### src/inc/pafs_pkg.sv
// shared constants for the port alternate function selector
package pafs_pkg;

  // ***************************************************************
  // register byte offsets
  // ***************************************************************
  localparam logic [7:0] OFS_A_OUT = 8'h00;
  localparam logic [7:0] OFS_A_DIR = 8'h04;
  localparam logic [7:0] OFS_A_ALT = 8'h08;
  localparam logic [7:0] OFS_A_IN = 8'h0c;
  localparam logic [7:0] OFS_B_OUT = 8'h10;
  localparam logic [7:0] OFS_B_DIR = 8'h14;
  localparam logic [7:0] OFS_B_ALT = 8'h18;
  localparam logic [7:0] OFS_B_IN = 8'h1c;
  localparam logic [7:0] OFS_B_FSL = 8'h20;
  localparam logic [7:0] OFS_B_FSH = 8'h24;
  localparam logic [7:0] OFS_C_OUT = 8'h30;
  localparam logic [7:0] OFS_C_DIR = 8'h34;
  localparam logic [7:0] OFS_C_ALT = 8'h38;
  localparam logic [7:0] OFS_C_IN = 8'h3c;
  localparam logic [7:0] OFS_C_FSL = 8'h40;
  localparam logic [7:0] OFS_C_FSH = 8'h44;
  localparam logic [7:0] OFS_D_OUT = 8'h50;
  localparam logic [7:0] OFS_D_DIR = 8'h54;
  localparam logic [7:0] OFS_D_ALT = 8'h58;
  localparam logic [7:0] OFS_D_IN = 8'h5c;
  localparam logic [7:0] OFS_CONFIG = 8'h60;

  // ***************************************************************
  // reset values and field positions
  // ***************************************************************
  localparam logic [7:0] OUT_RST = 8'h00;
  localparam logic [7:0] DIR_RST = 8'hff;
  localparam logic [7:0] ALT_RST = 8'h00;
  localparam logic [7:0] FS_RST = 8'h00;
  localparam logic ALT_D_RST = 1'b1;
  localparam int unsigned CFG_PKG_LSB = 0;
  localparam int unsigned CFG_XTAL_BIT = 2;

  // ***************************************************************
  // package variants
  // ***************************************************************
  localparam logic [1:0] PKG_8 = 2'h0;
  localparam logic [1:0] PKG_20 = 2'h1;
  localparam logic [1:0] PKG_28 = 2'h2;
  localparam logic [1:0] PKG_RST = PKG_28;

endpackage

### src/rtl/pafs_pin_stage.sv
// registered pin output stage choosing port logic, alternate or override
`timescale 1ns/1ps
module pafs_pin_stage #(
  parameter int unsigned WIDTH = 8
) (
  input wire logic i_clock,
  input wire logic i_rst_b,
  input wire logic [WIDTH-1:0] i_gpio_out,
  input wire logic [WIDTH-1:0] i_gpio_dir_in,
  input wire logic [WIDTH-1:0] i_open_drain,
  input wire logic [WIDTH-1:0] i_alt_enable,
  input wire logic [WIDTH-1:0] i_alt_out,
  input wire logic [WIDTH-1:0] i_alt_oe_b,
  input wire logic [WIDTH-1:0] i_override,
  output logic [WIDTH-1:0] o_pin_out,
  output logic [WIDTH-1:0] o_pin_oe_b
);

  typedef struct packed {
    logic [WIDTH-1:0] pin_out;
    logic [WIDTH-1:0] pin_oe_b;
  } pafs_stage_state_t;

  pafs_stage_state_t s;
  pafs_stage_state_t next_s;

  always_comb begin
    next_s = s;
    for (int i = 0; i < WIDTH; i++) begin
      if (i_override[i]) begin
        next_s.pin_out[i] = 1'b0;
        next_s.pin_oe_b[i] = 1'b1;
      end else if (i_alt_enable[i]) begin
        // peripheral owns both level and direction
        next_s.pin_out[i] = i_alt_out[i];
        next_s.pin_oe_b[i] = i_alt_oe_b[i];
      end else begin
        // open drain pins only ever pull low
        next_s.pin_out[i] = i_open_drain[i] ? 1'b0 : i_gpio_out[i];
        next_s.pin_oe_b[i] = i_gpio_dir_in[i] | (i_open_drain[i] & i_gpio_out[i]);
      end
    end
  end

  always_ff @(posedge i_clock or negedge i_rst_b) begin
    if (!i_rst_b) begin
      s.pin_out <= '0;
      s.pin_oe_b <= '1;
    end else begin
      s <= next_s;
    end
  end

  assign o_pin_out = s.pin_out;
  assign o_pin_oe_b = s.pin_oe_b;

endmodule

### src/rtl/pafs_port_mux.sv
// port alternate function selector with apb register file
`timescale 1ns/1ps
module pafs_port_mux (
  input wire logic i_clock,
  input wire logic i_rst_b,
  input wire logic i_psel,
  input wire logic i_penable,
  input wire logic i_pwrite,
  input wire logic [7:0] i_paddr,
  input wire logic [31:0] i_pwdata,
  output logic [31:0] o_prdata,
  output logic o_pready,
  output logic o_pslverr,
  input wire logic [7:0] i_port_a_pin,
  output logic [7:0] o_port_a_out,
  output logic [7:0] o_port_a_oe_b,
  input wire logic [7:0] i_port_b_pin,
  output logic [7:0] o_port_b_out,
  output logic [7:0] o_port_b_oe_b,
  input wire logic [7:0] i_port_c_pin,
  output logic [7:0] o_port_c_out,
  output logic [7:0] o_port_c_oe_b,
  input wire logic i_port_d_pin,
  output logic o_port_d_out,
  output logic o_port_d_oe_b,
  input wire logic i_crystal_enable,
  input wire logic i_timer_zero_output,
  input wire logic i_timer_zero_complement_mode,
  input wire logic i_timer_one_output,
  input wire logic i_timer_one_complement_mode,
  input wire logic i_uart_driver_enable,
  input wire logic i_uart_transmit,
  input wire logic i_comparator_output,
  input wire logic i_reset_drive,
  output logic o_timer_zero_input,
  output logic o_timer_one_input,
  output logic o_uart_clear_to_send,
  output logic o_uart_receive,
  output logic o_ext_clock_input,
  output logic o_ext_reset_b,
  output logic [7:0] o_port_b_analog,
  output logic [7:0] o_port_c_analog,
  output logic o_vref_on_port_b5,
  output logic o_vref_on_port_c2,
  output logic o_crystal_pins
);

  typedef struct packed {
    logic [7:0] out_a, dir_a, alt_a;
    logic [7:0] out_b, dir_b, alt_b, fsl_b, fsh_b;
    logic [7:0] out_c, dir_c, alt_c, fsl_c, fsh_c;
    logic out_d, dir_d, alt_d;
    logic [1:0] pkg;
    logic [31:0] prdata;
    logic ack;
    logic slverr;
    logic t0_in, t1_in, cts, rx, clk_in, rst_b;
    logic [7:0] ana_b, ana_c;
    logic vref_b5, vref_c2, xtal;
  } pafs_state_t;

  pafs_state_t s;
  pafs_state_t next_s;

  logic [7:0] sync_a, sync_b, sync_c;
  logic sync_d;
  logic [7:0] alt_out_a, alt_oe_b_a, alt_out_b, alt_oe_b_b, alt_out_c, alt_oe_b_c;
  logic alt_out_d, alt_oe_b_d;
  logic [7:0] ovr_a;
  logic setup, access;

  // ***************************************************************
  // pin input synchronisers
  // ***************************************************************
  pafs_sync #(.WIDTH(25)) u_sync (
    .i_clock(i_clock),
    .i_rst_b(i_rst_b),
    .i_async({i_port_d_pin, i_port_c_pin, i_port_b_pin, i_port_a_pin}),
    .o_sync({sync_d, sync_c, sync_b, sync_a})
  );

  // ***************************************************************
  // alternate function routing
  // ***************************************************************
  always_comb begin
    // crystal pins are lost to the port whatever the settings
    ovr_a = {6'h00, {2{i_crystal_enable}}};
    // port A: no function-set bits, enable connects directly
    alt_out_a = 8'h00;
    alt_oe_b_a = 8'hff;
    alt_out_a[0] = ~i_timer_zero_output;
    alt_oe_b_a[0] = ~i_timer_zero_complement_mode;
    alt_out_a[1] = i_timer_zero_output;
    alt_oe_b_a[1] = (s.pkg == pafs_pkg::PKG_8);
    alt_out_a[2] = i_uart_driver_enable;
    alt_oe_b_a[2] = 1'b0;
    alt_out_a[5] = i_uart_transmit;
    alt_oe_b_a[5] = 1'b0;
    alt_out_a[6] = ~i_timer_one_output;
    alt_oe_b_a[6] = ~i_timer_one_complement_mode;
    alt_out_a[7] = i_timer_one_output;
    alt_oe_b_a[7] = 1'b0;
    // port B: analog selections leave the pin undriven; function_set_high unused
    alt_out_b = 8'h00;
    alt_oe_b_b = 8'hff;
    // port C: only bit 3 with set bit 0 drives (comparator)
    alt_out_c = 8'h00;
    alt_oe_b_c = 8'hff;
    alt_out_c[3] = i_comparator_output;
    alt_oe_b_c[3] = s.fsl_c[3];
    // port D: open drain reset output
    alt_out_d = 1'b0;
    alt_oe_b_d = ~i_reset_drive;
  end

  // ***************************************************************
  // registered pin outputs
  // ***************************************************************
  pafs_pin_stage #(.WIDTH(8)) u_stage_a (
    .i_clock(i_clock), .i_rst_b(i_rst_b), .i_gpio_out(s.out_a), .i_gpio_dir_in(s.dir_a),
    .i_open_drain(8'h00), .i_alt_enable(s.alt_a), .i_alt_out(alt_out_a), .i_alt_oe_b(alt_oe_b_a),
    .i_override(ovr_a), .o_pin_out(o_port_a_out), .o_pin_oe_b(o_port_a_oe_b)
  );

  pafs_pin_stage #(.WIDTH(8)) u_stage_b (
    .i_clock(i_clock), .i_rst_b(i_rst_b), .i_gpio_out(s.out_b), .i_gpio_dir_in(s.dir_b),
    .i_open_drain(8'h00), .i_alt_enable(s.alt_b), .i_alt_out(alt_out_b), .i_alt_oe_b(alt_oe_b_b),
    .i_override(8'h00), .o_pin_out(o_port_b_out), .o_pin_oe_b(o_port_b_oe_b)
  );

  pafs_pin_stage #(.WIDTH(8)) u_stage_c (
    .i_clock(i_clock), .i_rst_b(i_rst_b), .i_gpio_out(s.out_c), .i_gpio_dir_in(s.dir_c),
    .i_open_drain(8'h00), .i_alt_enable(s.alt_c), .i_alt_out(alt_out_c), .i_alt_oe_b(alt_oe_b_c),
    .i_override(8'h00), .o_pin_out(o_port_c_out), .o_pin_oe_b(o_port_c_oe_b)
  );

  // port D bit 0 is an output-only open drain in port mode
  pafs_pin_stage #(.WIDTH(1)) u_stage_d (
    .i_clock(i_clock), .i_rst_b(i_rst_b), .i_gpio_out(s.out_d), .i_gpio_dir_in(1'b0),
    .i_open_drain(1'b1), .i_alt_enable(s.alt_d), .i_alt_out(alt_out_d), .i_alt_oe_b(alt_oe_b_d),
    .i_override(1'b0), .o_pin_out(o_port_d_out), .o_pin_oe_b(o_port_d_oe_b)
  );

  // ***************************************************************
  // register file and peripheral inputs
  // ***************************************************************
  assign setup = i_psel & i_penable & ~s.ack;
  assign access = i_psel & i_penable & s.ack;

  always_comb begin
    next_s = s;
    next_s.ack = setup;
    if (setup) begin
      next_s.slverr = 1'b0;
      case (i_paddr)
        pafs_pkg::OFS_A_OUT: next_s.prdata = {24'h000000, s.out_a};
        pafs_pkg::OFS_A_DIR: next_s.prdata = {24'h000000, s.dir_a};
        pafs_pkg::OFS_A_ALT: next_s.prdata = {24'h000000, s.alt_a};
        pafs_pkg::OFS_A_IN: next_s.prdata = {24'h000000, sync_a};
        pafs_pkg::OFS_B_OUT: next_s.prdata = {24'h000000, s.out_b};
        pafs_pkg::OFS_B_DIR: next_s.prdata = {24'h000000, s.dir_b};
        pafs_pkg::OFS_B_ALT: next_s.prdata = {24'h000000, s.alt_b};
        pafs_pkg::OFS_B_IN: next_s.prdata = {24'h000000, sync_b};
        pafs_pkg::OFS_B_FSL: next_s.prdata = {24'h000000, s.fsl_b};
        pafs_pkg::OFS_B_FSH: next_s.prdata = {24'h000000, s.fsh_b};
        pafs_pkg::OFS_C_OUT: next_s.prdata = {24'h000000, s.out_c};
        pafs_pkg::OFS_C_DIR: next_s.prdata = {24'h000000, s.dir_c};
        pafs_pkg::OFS_C_ALT: next_s.prdata = {24'h000000, s.alt_c};
        pafs_pkg::OFS_C_IN: next_s.prdata = {24'h000000, sync_c};
        pafs_pkg::OFS_C_FSL: next_s.prdata = {24'h000000, s.fsl_c};
        pafs_pkg::OFS_C_FSH: next_s.prdata = {24'h000000, s.fsh_c};
        pafs_pkg::OFS_D_OUT: next_s.prdata = {31'h00000000, s.out_d};
        pafs_pkg::OFS_D_DIR: next_s.prdata = {31'h00000000, s.dir_d};
        pafs_pkg::OFS_D_ALT: next_s.prdata = {31'h00000000, s.alt_d};
        pafs_pkg::OFS_D_IN: next_s.prdata = {31'h00000000, sync_d};
        pafs_pkg::OFS_CONFIG: next_s.prdata = {29'h00000000, s.xtal, s.pkg};
        default: begin
          next_s.prdata = 32'h00000000;
          next_s.slverr = 1'b1;
        end
      endcase
    end else if (access) begin
      next_s.slverr = 1'b0;
      next_s.prdata = 32'h00000000;
    end
    // writes take effect on the edge that completes the access phase
    if (access && i_pwrite) begin
      case (i_paddr)
        pafs_pkg::OFS_A_OUT: next_s.out_a = i_pwdata[7:0];
        pafs_pkg::OFS_A_DIR: next_s.dir_a = i_pwdata[7:0];
        pafs_pkg::OFS_A_ALT: next_s.alt_a = i_pwdata[7:0];
        pafs_pkg::OFS_B_OUT: next_s.out_b = i_pwdata[7:0];
        pafs_pkg::OFS_B_DIR: next_s.dir_b = i_pwdata[7:0];
        pafs_pkg::OFS_B_ALT: next_s.alt_b = i_pwdata[7:0];
        pafs_pkg::OFS_B_FSL: next_s.fsl_b = i_pwdata[7:0];
        pafs_pkg::OFS_B_FSH: next_s.fsh_b = i_pwdata[7:0];
        pafs_pkg::OFS_C_OUT: next_s.out_c = i_pwdata[7:0];
        pafs_pkg::OFS_C_DIR: next_s.dir_c = i_pwdata[7:0];
        pafs_pkg::OFS_C_ALT: next_s.alt_c = i_pwdata[7:0];
        pafs_pkg::OFS_C_FSL: next_s.fsl_c = i_pwdata[7:0];
        pafs_pkg::OFS_C_FSH: next_s.fsh_c = i_pwdata[7:0];
        pafs_pkg::OFS_D_OUT: next_s.out_d = i_pwdata[0];
        pafs_pkg::OFS_D_DIR: next_s.dir_d = i_pwdata[0];
        pafs_pkg::OFS_D_ALT: next_s.alt_d = i_pwdata[0];
        pafs_pkg::OFS_CONFIG: begin
          if (i_pwdata[1:0] != 2'h3) begin
            next_s.pkg = i_pwdata[1:0];
          end
        end
        default: next_s.pkg = s.pkg;
      endcase
    end
    // peripheral inputs fed from synchronised pins
    next_s.xtal = i_crystal_enable;
    next_s.t0_in = s.alt_a[0] & ~i_crystal_enable & ~i_timer_zero_complement_mode & sync_a[0];
    next_s.t1_in = s.alt_a[6] & ~i_timer_one_complement_mode & sync_a[6];
    next_s.cts = s.alt_a[3] & sync_a[3];
    next_s.rx = s.alt_a[4] ? sync_a[4] : 1'b1;
    if (s.pkg == pafs_pkg::PKG_8) begin
      next_s.clk_in = s.alt_a[1] & ~i_crystal_enable & sync_a[1];
    end else begin
      next_s.clk_in = s.alt_b[3] & ~s.fsl_b[3] & sync_b[3];
    end
    next_s.rst_b = s.alt_d ? sync_d : 1'b1;
    next_s.ana_b = s.alt_b & s.fsl_b & 8'h3f;
    if (s.pkg != pafs_pkg::PKG_28) begin
      next_s.ana_b[5] = 1'b0;
    end
    next_s.ana_c = s.alt_c & s.fsl_c & 8'h07;
    next_s.vref_b5 = (s.pkg == pafs_pkg::PKG_28) & s.alt_b[5] & s.fsl_b[5];
    next_s.vref_c2 = (s.pkg == pafs_pkg::PKG_20) & s.alt_c[2] & s.fsl_c[2];
  end

  always_ff @(posedge i_clock or negedge i_rst_b) begin
    if (!i_rst_b) begin
      s <= '0;
      s.dir_a <= pafs_pkg::DIR_RST;
      s.dir_b <= pafs_pkg::DIR_RST;
      s.dir_c <= pafs_pkg::DIR_RST;
      s.dir_d <= 1'b1;
      s.alt_d <= pafs_pkg::ALT_D_RST;
      s.pkg <= pafs_pkg::PKG_RST;
      s.rx <= 1'b1;
      s.rst_b <= 1'b1;
    end else begin
      s <= next_s;
    end
  end

  assign o_prdata = s.prdata;
  assign o_pready = s.ack;
  assign o_pslverr = s.slverr;
  assign o_timer_zero_input = s.t0_in;
  assign o_timer_one_input = s.t1_in;
  assign o_uart_clear_to_send = s.cts;
  assign o_uart_receive = s.rx;
  assign o_ext_clock_input = s.clk_in;
  assign o_ext_reset_b = s.rst_b;
  assign o_port_b_analog = s.ana_b;
  assign o_port_c_analog = s.ana_c;
  assign o_vref_on_port_b5 = s.vref_b5;
  assign o_vref_on_port_c2 = s.vref_c2;
  assign o_crystal_pins = s.xtal;
endmodule

### src/rtl/pafs_sync.sv
// two flip-flop synchroniser for pin inputs
`timescale 1ns/1ps
module pafs_sync #(
  parameter int unsigned WIDTH = 8
) (
  input wire logic i_clock,
  input wire logic i_rst_b,
  input wire logic [WIDTH-1:0] i_async,
  output logic [WIDTH-1:0] o_sync
);

  typedef struct packed {
    logic [WIDTH-1:0] stage1;
    logic [WIDTH-1:0] stage2;
  } pafs_sync_state_t;

  pafs_sync_state_t s;
  pafs_sync_state_t next_s;

  always_comb begin
    next_s = s;
    next_s.stage1 = i_async;
    next_s.stage2 = s.stage1;
  end

  always_ff @(posedge i_clock or negedge i_rst_b) begin
    if (!i_rst_b) begin
      s <= '0;
    end else begin
      s <= next_s;
    end
  end

  assign o_sync = s.stage2;

endmodule
### config.mk
export PLATFORM = sky130hd
export DESIGN_NAME = pafs_port_mux
export DESIGN_NICKNAME = d
export VERILOG_FILES = /design/src/inc/pafs_pkg.sv /design/src/rtl/pafs_pin_stage.sv /design/src/rtl/pafs_port_mux.sv /design/src/rtl/pafs_sync.sv
export SDC_FILE = /design/constraint.sdc
export NUM_CORES = 1
export LEC_CHECK = 0
export ABC_AREA = 1
export BUFFER_PORTS_ARGS = -buffer_cell sky130_fd_sc_hd__buf_4
export CAP_MARGIN = 20
export CORE_ASPECT_RATIO = 1.4
export CORE_MARGIN = 4
export CORE_UTILIZATION = 40
export DETAILED_ROUTE_END_ITERATION = 10
export HOLD_SLACK_MARGIN = 0.06
export PLACE_DENSITY = 0.66
export SLEW_MARGIN = 20
export SYNTH_ARGS = -nofsm -noshare
export SYNTH_HDL_FRONTEND = slang
export SYNTH_SLANG_ARGS = --single-unit
export TNS_END_PERCENT = 30
### constraint.sdc
create_clock -name i_clock -period 2 [get_ports i_clock]
set_input_delay 0.2 -clock i_clock [delete_from_list [all_inputs] [get_ports i_clock]]
set_output_delay 0.2 -clock i_clock [all_outputs]
set_load 0.02 [all_outputs]
==> impl_metrics.ini, run 1 <==
[run_status]
status = complete, no violations

[clocking]
cts_max_level = 1
cts.path.max_buffers = 3
clk_pin_slew_worst_paths_ns = 0.07
cts_root_buffer = clkbuf_16
clock_sinks = 236
cts_tree = yes
clk-insertion-delay-late_ns = 0.52
cts_buffers = 24

[route]
drc = 0
drtIter0Drc = 476
vias = 7419
drtAntennaViolNets = 0
routed_via_density = 4.77
routed_wl_um = 26800
wl_per_cell_um = 17.2
dr.pass1.iters = 5

[die]
core_sq_um = 24100
die_h_um = 193
pin_count = 188
die_area_sq_um = 27100
initial_core_util_pct = 40.7
num_rows = 67
die_w_um = 140

[timing]
tightest_slew_ns = 0.875
period_needed_ns = 1.41
final_max_slew_viol_count = 0
finClkSkew_ns = 0.00969
slew-limit-headroom_pct = 41.5
fin_crit_sh_pct = 70.3
fin_setup_tns_ns = 0
setup_violations = 0
max_freq_mhz = 711
rsz0062_at_grt = no
hold_violations = 0

[synthesis]
synth_top_area_cell = dfrtp_1
ys_top_cells_by_area = dfrtp_1 (47%), dfstp_2 (14%), nand2_1 (12%)
synth_compound_area_share_pct = 7.22
synth_top_area_share_pct = 46.5
yosys.area_share.simple_pct = 23.1
synth_seq_cells = 236
ys_seq_area_share_pct = 61.0
synthAdderAreaFrac_pct = 0
synthMuxAreaShare_pct = 0.460
synth_xor_area_share_pct = 0
avgSynthCellArea_sq_um = 9.30
ys_types = 27
yosys_warnings = 0
postSynthCellCount = 1052
synth_top_family_by_area = simple AND/OR/NAND/NOR gates
synth_area_sq_um = 9790

[finish]
fin_util_pct = 51.1
layout_common_cells = nand2_1 (324), dfrtp_1 (182), buf_4 (154)
fillers = 2243
num_antenna_cells = 0
mostFrequentLayoutCell = nand2_1
final_nets = 1307
drive_gt1_share_pct = 25.8
instances_no_fill = 1556
syn_to_final_growth_pct = 25.6

[worst_hold_path]
hold-path-cell-count = 5
hold_start = i_penable
hold_end = o_prdata[4]
hp-class = in2reg

[power]
leakagePower_nw = 6.13
p_per_area_nw_per_um2 = 845
ir_worst_vdd_mv = 0.643

[global_routing]
grt_pass1_wl_um = 41900
gr-usage-all-layers_pct = 19.8
grt_start_max_net_pins = 62
antenna_found_initial = 0
grt-ovfl-total = 0
grt_pass1_vias = 7490

[placed_design]
placedCellCount = 1475
hpwl_um = 19500
port_buffers = 131
gp_congestion = 0.963

[setup_path]
r2r_slack_ns = 0.59
critical_path_arrival_ns = 1.78
path_class = reg2reg
r2r-end = s[77]
critPathLaunch = o_pready
reg2regPathDepth = 6
critPathMaxFanout = 16
worstReg2RegStart = o_pready
cp.required_ns = 2.37
end_kind = flip-flop
start_kind = flip-flop

[job]
max-cap-violations = 0
-- registers in the layout, indices dropped and copies added, names as in the netlist, 3 cells and up --
register and flops:
u_stage_c.o_pin_oe_b 8, o_port_b_analog 6, u_stage_a.o_pin_out 8, o_prdata 8
u_stage_c.o_pin_out 8, u_stage_b.o_pin_out 8, o_port_c_analog 3, u_stage_b.o_pin_oe_b 8
u_stage_a.o_pin_oe_b 8, s 108, u_sync.o_sync 25, u_sync.next_s 25
-- how the worst max path moves through the flow --
stage | end | cells after the start
3_3_place_gp | o_prdata[3] | 11
4_1_cts | o_port_a_oe_b[7] | 1
6_report | s[77] | 6
2_1_floorplan | s[110] | 7
5_1_grt | s[77] | 5
3_5_place_dp | o_prdata[2] | 11
-- what timing repair did --
item | 4_1_cts | 5_1_grt
resized for setup | 0 | 0
hold buffers | 37 | 0
buffers inserted | 0 | 0
endpoints found under the hold margin | 177 | 0
-- synthesized netlist by cell type (all sizes together) --
| cell type | instances |
|---|---|
| clkbuf | 12 |
| inv | 76 |
| nor3 | 5 |
| buf | 65 |
| mux2 | 4 |
| nor2 | 106 |
| nand3 | 51 |
| a21oi | 7 |
| conb | 1 |
| dfrtp | 182 |
| nand2 | 338 |
| a22oi | 1 |
| o21ai | 131 |
| or2 | 18 |
| dfstp | 54 |
| o32ai | 1 |
-- metrics by stage --
stage | cell area (sq um) | total power [mW] | setup WS [ns] | hold slack, ns
floorplan | 9900 | 5.19 | 0.480 | -0.0956
global placement | 11000 | 5.44 | 0.173 | 0.177
detailed placement | 11000 | 5.45 | 0.151 | 0.179
CTS | 12300 | 10.5 | 0.587 | 0.109
global route | 12300 | 10.7 | 0.449 | 0.164
finish | 12300 | 10.4 | 0.594 | 0.128
-- power by group --
group	switching (mW)	internal (mW)	leakage (nW)	total, mW
sequential	0.0337	4.86	2.97	4.89
clock	1.90	3.07	0.439	4.98
combinational	0.338	0.189	2.71	0.528
total	2.27	8.12	6.13	10.4
-- worst max-delay path, stage by stage, from the launching register on --
cell,delay (ns)
dfrtp_1,0.38
nand3_1,0.15
inv_2,0.10
buf_12,0.17
nand2_2,0.23
nand2_1,0.12
o21ai_0,0.09
-- routing by layer --
layer | routed length [um] | vias to the layer above | track usage (%)
li1 | - | 3573 | -
met1 | 10900 | 3541 | 24.7
met2 | 13600 | 249 | 35.4
met3 | 1430 | 56 | 2.39
met4 | 895 | 0 | 7.12
met5 | 0 | - | 0
-- kinds of logic (layout without fill, tap and decap cells) --
family          count (synthesis)  count (layout)
buf+inv                       153             316
compound gates                140             140
mux                             4               4
simple gates                  518             518
flops                         236             236
other cells                     1              32
-- final cells by class --
class	count	area [sq um]	area share, %
Sequential cell	236	5970	48.6
Timing Repair Buffer	196	1620	13.2
Tap cell	310	388	3.15
Clock buffer	34	729	5.93
Clock inverter	10	168	1.36
Multi-Input combinational cell	694	3130	25.5
Inverter	76	285	2.32
Note: power is estimated with default switching activity, not from simulation.
==> inputs of run 2 (changes only) <==
--- a/config.mk
+++ b/config.mk
@@ -5,7 +5,7 @@
 export SDC_FILE = /design/constraint.sdc
 export NUM_CORES = 1
 export LEC_CHECK = 0
-export ABC_AREA = 1
+export ABC_AREA = 0
 export BUFFER_PORTS_ARGS = -buffer_cell sky130_fd_sc_hd__buf_4
 export CAP_MARGIN = 20
 export CORE_ASPECT_RATIO = 1.4
==> constraint.sdc (replaced) <==
create_clock -name i_clock -period 1.3 [get_ports i_clock]
set_input_delay 0.13 -clock i_clock [delete_from_list [all_inputs] [get_ports i_clock]]
set_output_delay 0.13 -clock i_clock [all_outputs]
set_load 0.02 [all_outputs]
==> run 2 against run 1 <==
Against the previous run:
- the run now ends with setup timing left
- synthesized area up 2.1%
- largest power group unchanged
- register-to-register slack lost 0.95 ns
- global-route usage up 2.5 points
- critical path type unchanged
==> impl_metrics.ini, run 2 <==
[die]
num_rows = 68
die_h_um = 195
die_w_um = 142
pin_count = 188
core_sq_um = 24700
initial_core_util_pct = 40.5
die_area_sq_um = 27600

[clocking]
cts_root_buffer = clkbuf_16
cts_buffers = 24
clock_sinks = 236
clk-insertion-delay-late_ns = 0.51
cts.path.max_buffers = 3
cts_max_level = 1
clk_pin_slew_worst_paths_ns = 0.07
cts_tree = yes

[worst_hold_path]
hp-class = in2async

[global_routing]
grt_pass1_wl_um = 46300
grt-ovfl-total = 0
grt_start_max_net_pins = 54
grt_pass1_vias = 7696
gr-usage-all-layers_pct = 22.2
antenna_found_initial = 0

[route]
drc = 0
drtIter0Drc = 468
routed_via_density = 5.06
wl_per_cell_um = 21.8
drtAntennaViolNets = 0
dr.pass1.iters = 5
vias = 7097
routed_wl_um = 30600

[finish]
register_area_sq_um = 5980
final_nets = 1148
multi_input_area_sq_um = 3700
layout_common_cells = buf_4 (251), dfrtp_1 (180), mux2_2 (134)
fillers = 2105
mostFrequentLayoutCell = buf_4
top_register = s
largest_register_ffs = 108
drive_gt1_share_pct = 55.1
num_antenna_cells = 0
syn_to_final_growth_pct = 41.1

[synthesis]
ys_types = 55
synth_top_area_cell = dfrtp_1
postSynthCellCount = 741
ys_top_cells_by_area = dfrtp_1 (46%), mux2_2 (15%), dfstp_2 (14%)
async_flop_share_pct = 100
ys_seq_area_share_pct = 59.8
synth_area_sq_um = 9990
yosys_warnings = 0
ys_top_cells_by_count = dfrtp_1 (182), mux2_2 (134), dfstp_2 (54)
ys.flop_type = dfrtp_1
avgSynthCellArea_sq_um = 13.5
yosysMostFrequentCell = dfrtp_1
synth_seq_cells = 236
synth_top_area_share_pct = 45.6
synth_edf_count = 0

[setup_path]
r2r-end = s[99]
reg2regPathDepth = 7
r2r_slack_ns = -0.35
start_kind = flip-flop
critical_path_arrival_ns = 2.05
end_kind = flip-flop
cp.required_ns = 1.70
crit_top_cell = nor2_4
worstReg2RegStart = o_pready
critPathMaxFanout = 5
slowest_delay_ns = 0.37
path_class = reg2reg
cpLargestDelayFamily = simple AND/OR/NAND/NOR gates
slowest_stage = dfrtp_2
path_cells = nand2_2 > nor2_4 > buf_4 > nand2_4 > nor2_4 > buf_12 > mux2_2
worst-path-buf-inv = 2

[placed_design]
hpwl_um = 22600
place_ws_ns = -0.549
port_buffers = 131
gp_congestion = 0.910

[timing]
setup_violations = 116
finClkSkew_ns = 0.00749
slew-limit-headroom_pct = 65.1
max_freq_mhz = 605
period_needed_ns = 1.65
fin_crit_sh_pct = 127
final_max_slew_viol_count = 0
rsz0062_at_grt = yes
timing.final.ws_setup_ns = -0.353
hold_violations = 0
tightest_slew_ns = 0.516

[power]
p_per_area_nw_per_um2 = 1190
power_mw = 16.7
ir_worst_vdd_mv = 0.962
leakagePower_nw = 6.73

[job]
max-cap-violations = 0

[run_status]
status = finished, violations left
violations = setup timing
[run 2: cell count changes after synthesis, sizes merged, moves of 10 or more]
cell | previous run | this run
nor2b | 0 | 28
nand2 | 338 | 38
and2 | 0 | 10
mux2i | 0 | 12
inv | 76 | 3
o21ai | 131 | 14
nand3 | 51 | 13
nor2 | 106 | 42
mux2 | 4 | 134
a22oi | 1 | 24
a32oi | 0 | 10
[run 2: per-stage QoR]
step	utilization (%)	instance area, sq um	std cells	hold slack (ns)	setup TNS, ns
floorplan	-	10100	772	-0.166	-27.69
global placement	50.7	12500	1314	0.0226	-43.18
detailed placement	50.7	12500	1314	0.0304	-44.29
CTS	56.8	14000	1401	0.0758	-33.08
global route	57.1	14100	1402	0.120	-39.45
finish	57.1	14100	1402	0.0892	-31.96
[run 2: repair_timing]
action,in CTS,in global routing
hold buffers,43,0
hold endpoints to repair,338,0
gates resized for setup,42,13
buffers inserted,0,1
pin swaps,8,8
setup endpoints to repair,143,146
[run 2: worst reg2reg max path, cell delays in order (launching register included)]
cell	delay (ns)
dfrtp_2	0.37
nand2_2	0.07
nor2_4	0.16
buf_4	0.16
nand2_4	0.11
nor2_4	0.18
buf_12	0.15
mux2_2	0.34
[run 2: how the worst max path moves through the flow]
stage	from	to	slack (ns)	cells past startpoint
final	o_pready	s[99]	-0.35	7
after global routing	o_pready	s[98]	-0.42	7
after CTS	o_pready	s[86]	-0.35	6
after detailed placement	i_paddr[3]	o_prdata[1]	-0.55	9
after global placement	i_paddr[3]	o_prdata[1]	-0.59	9
after floorplan	i_paddr[1]	s[104]	-0.30	5
[run 2: cell type report]
type,instances,share of cell area (%)
inverters,3,0.0799
flip-flops and latches,236,42.4
multi-input cells,455,26.2
clock buffers,29,4.76
well taps,315,2.80
repair buffers,349,21.9
clock inverters,15,1.81
[run 2: report_power, final]
part / internal (mW) / total [mW] / switching [mW]
sequential: 7.47 / 7.52 / 0.0531
clock: 4.93 / 7.96 / 3.03
combinational: 0.526 / 1.22 / 0.693
[run 2: routing by layer]
metal	part of all wire, %	GRT usage [%]
met5	0	0
met4	3.4	8.93
met3	4.8	2.98
met2	54	40.0
met1	38	26.6
[run 2: cell families after synthesis]
| group | after synthesis | share of synthesized area, % |
|---|---|---|
| mux | 148 | 16.8 |
| compound gates | 88 | 6.21 |
| flops | 236 | 59.8 |
| other cells | 1 | 0.0375 |
| buf+inv | 81 | 5.22 |
| simple gates | 187 | 12.0 |
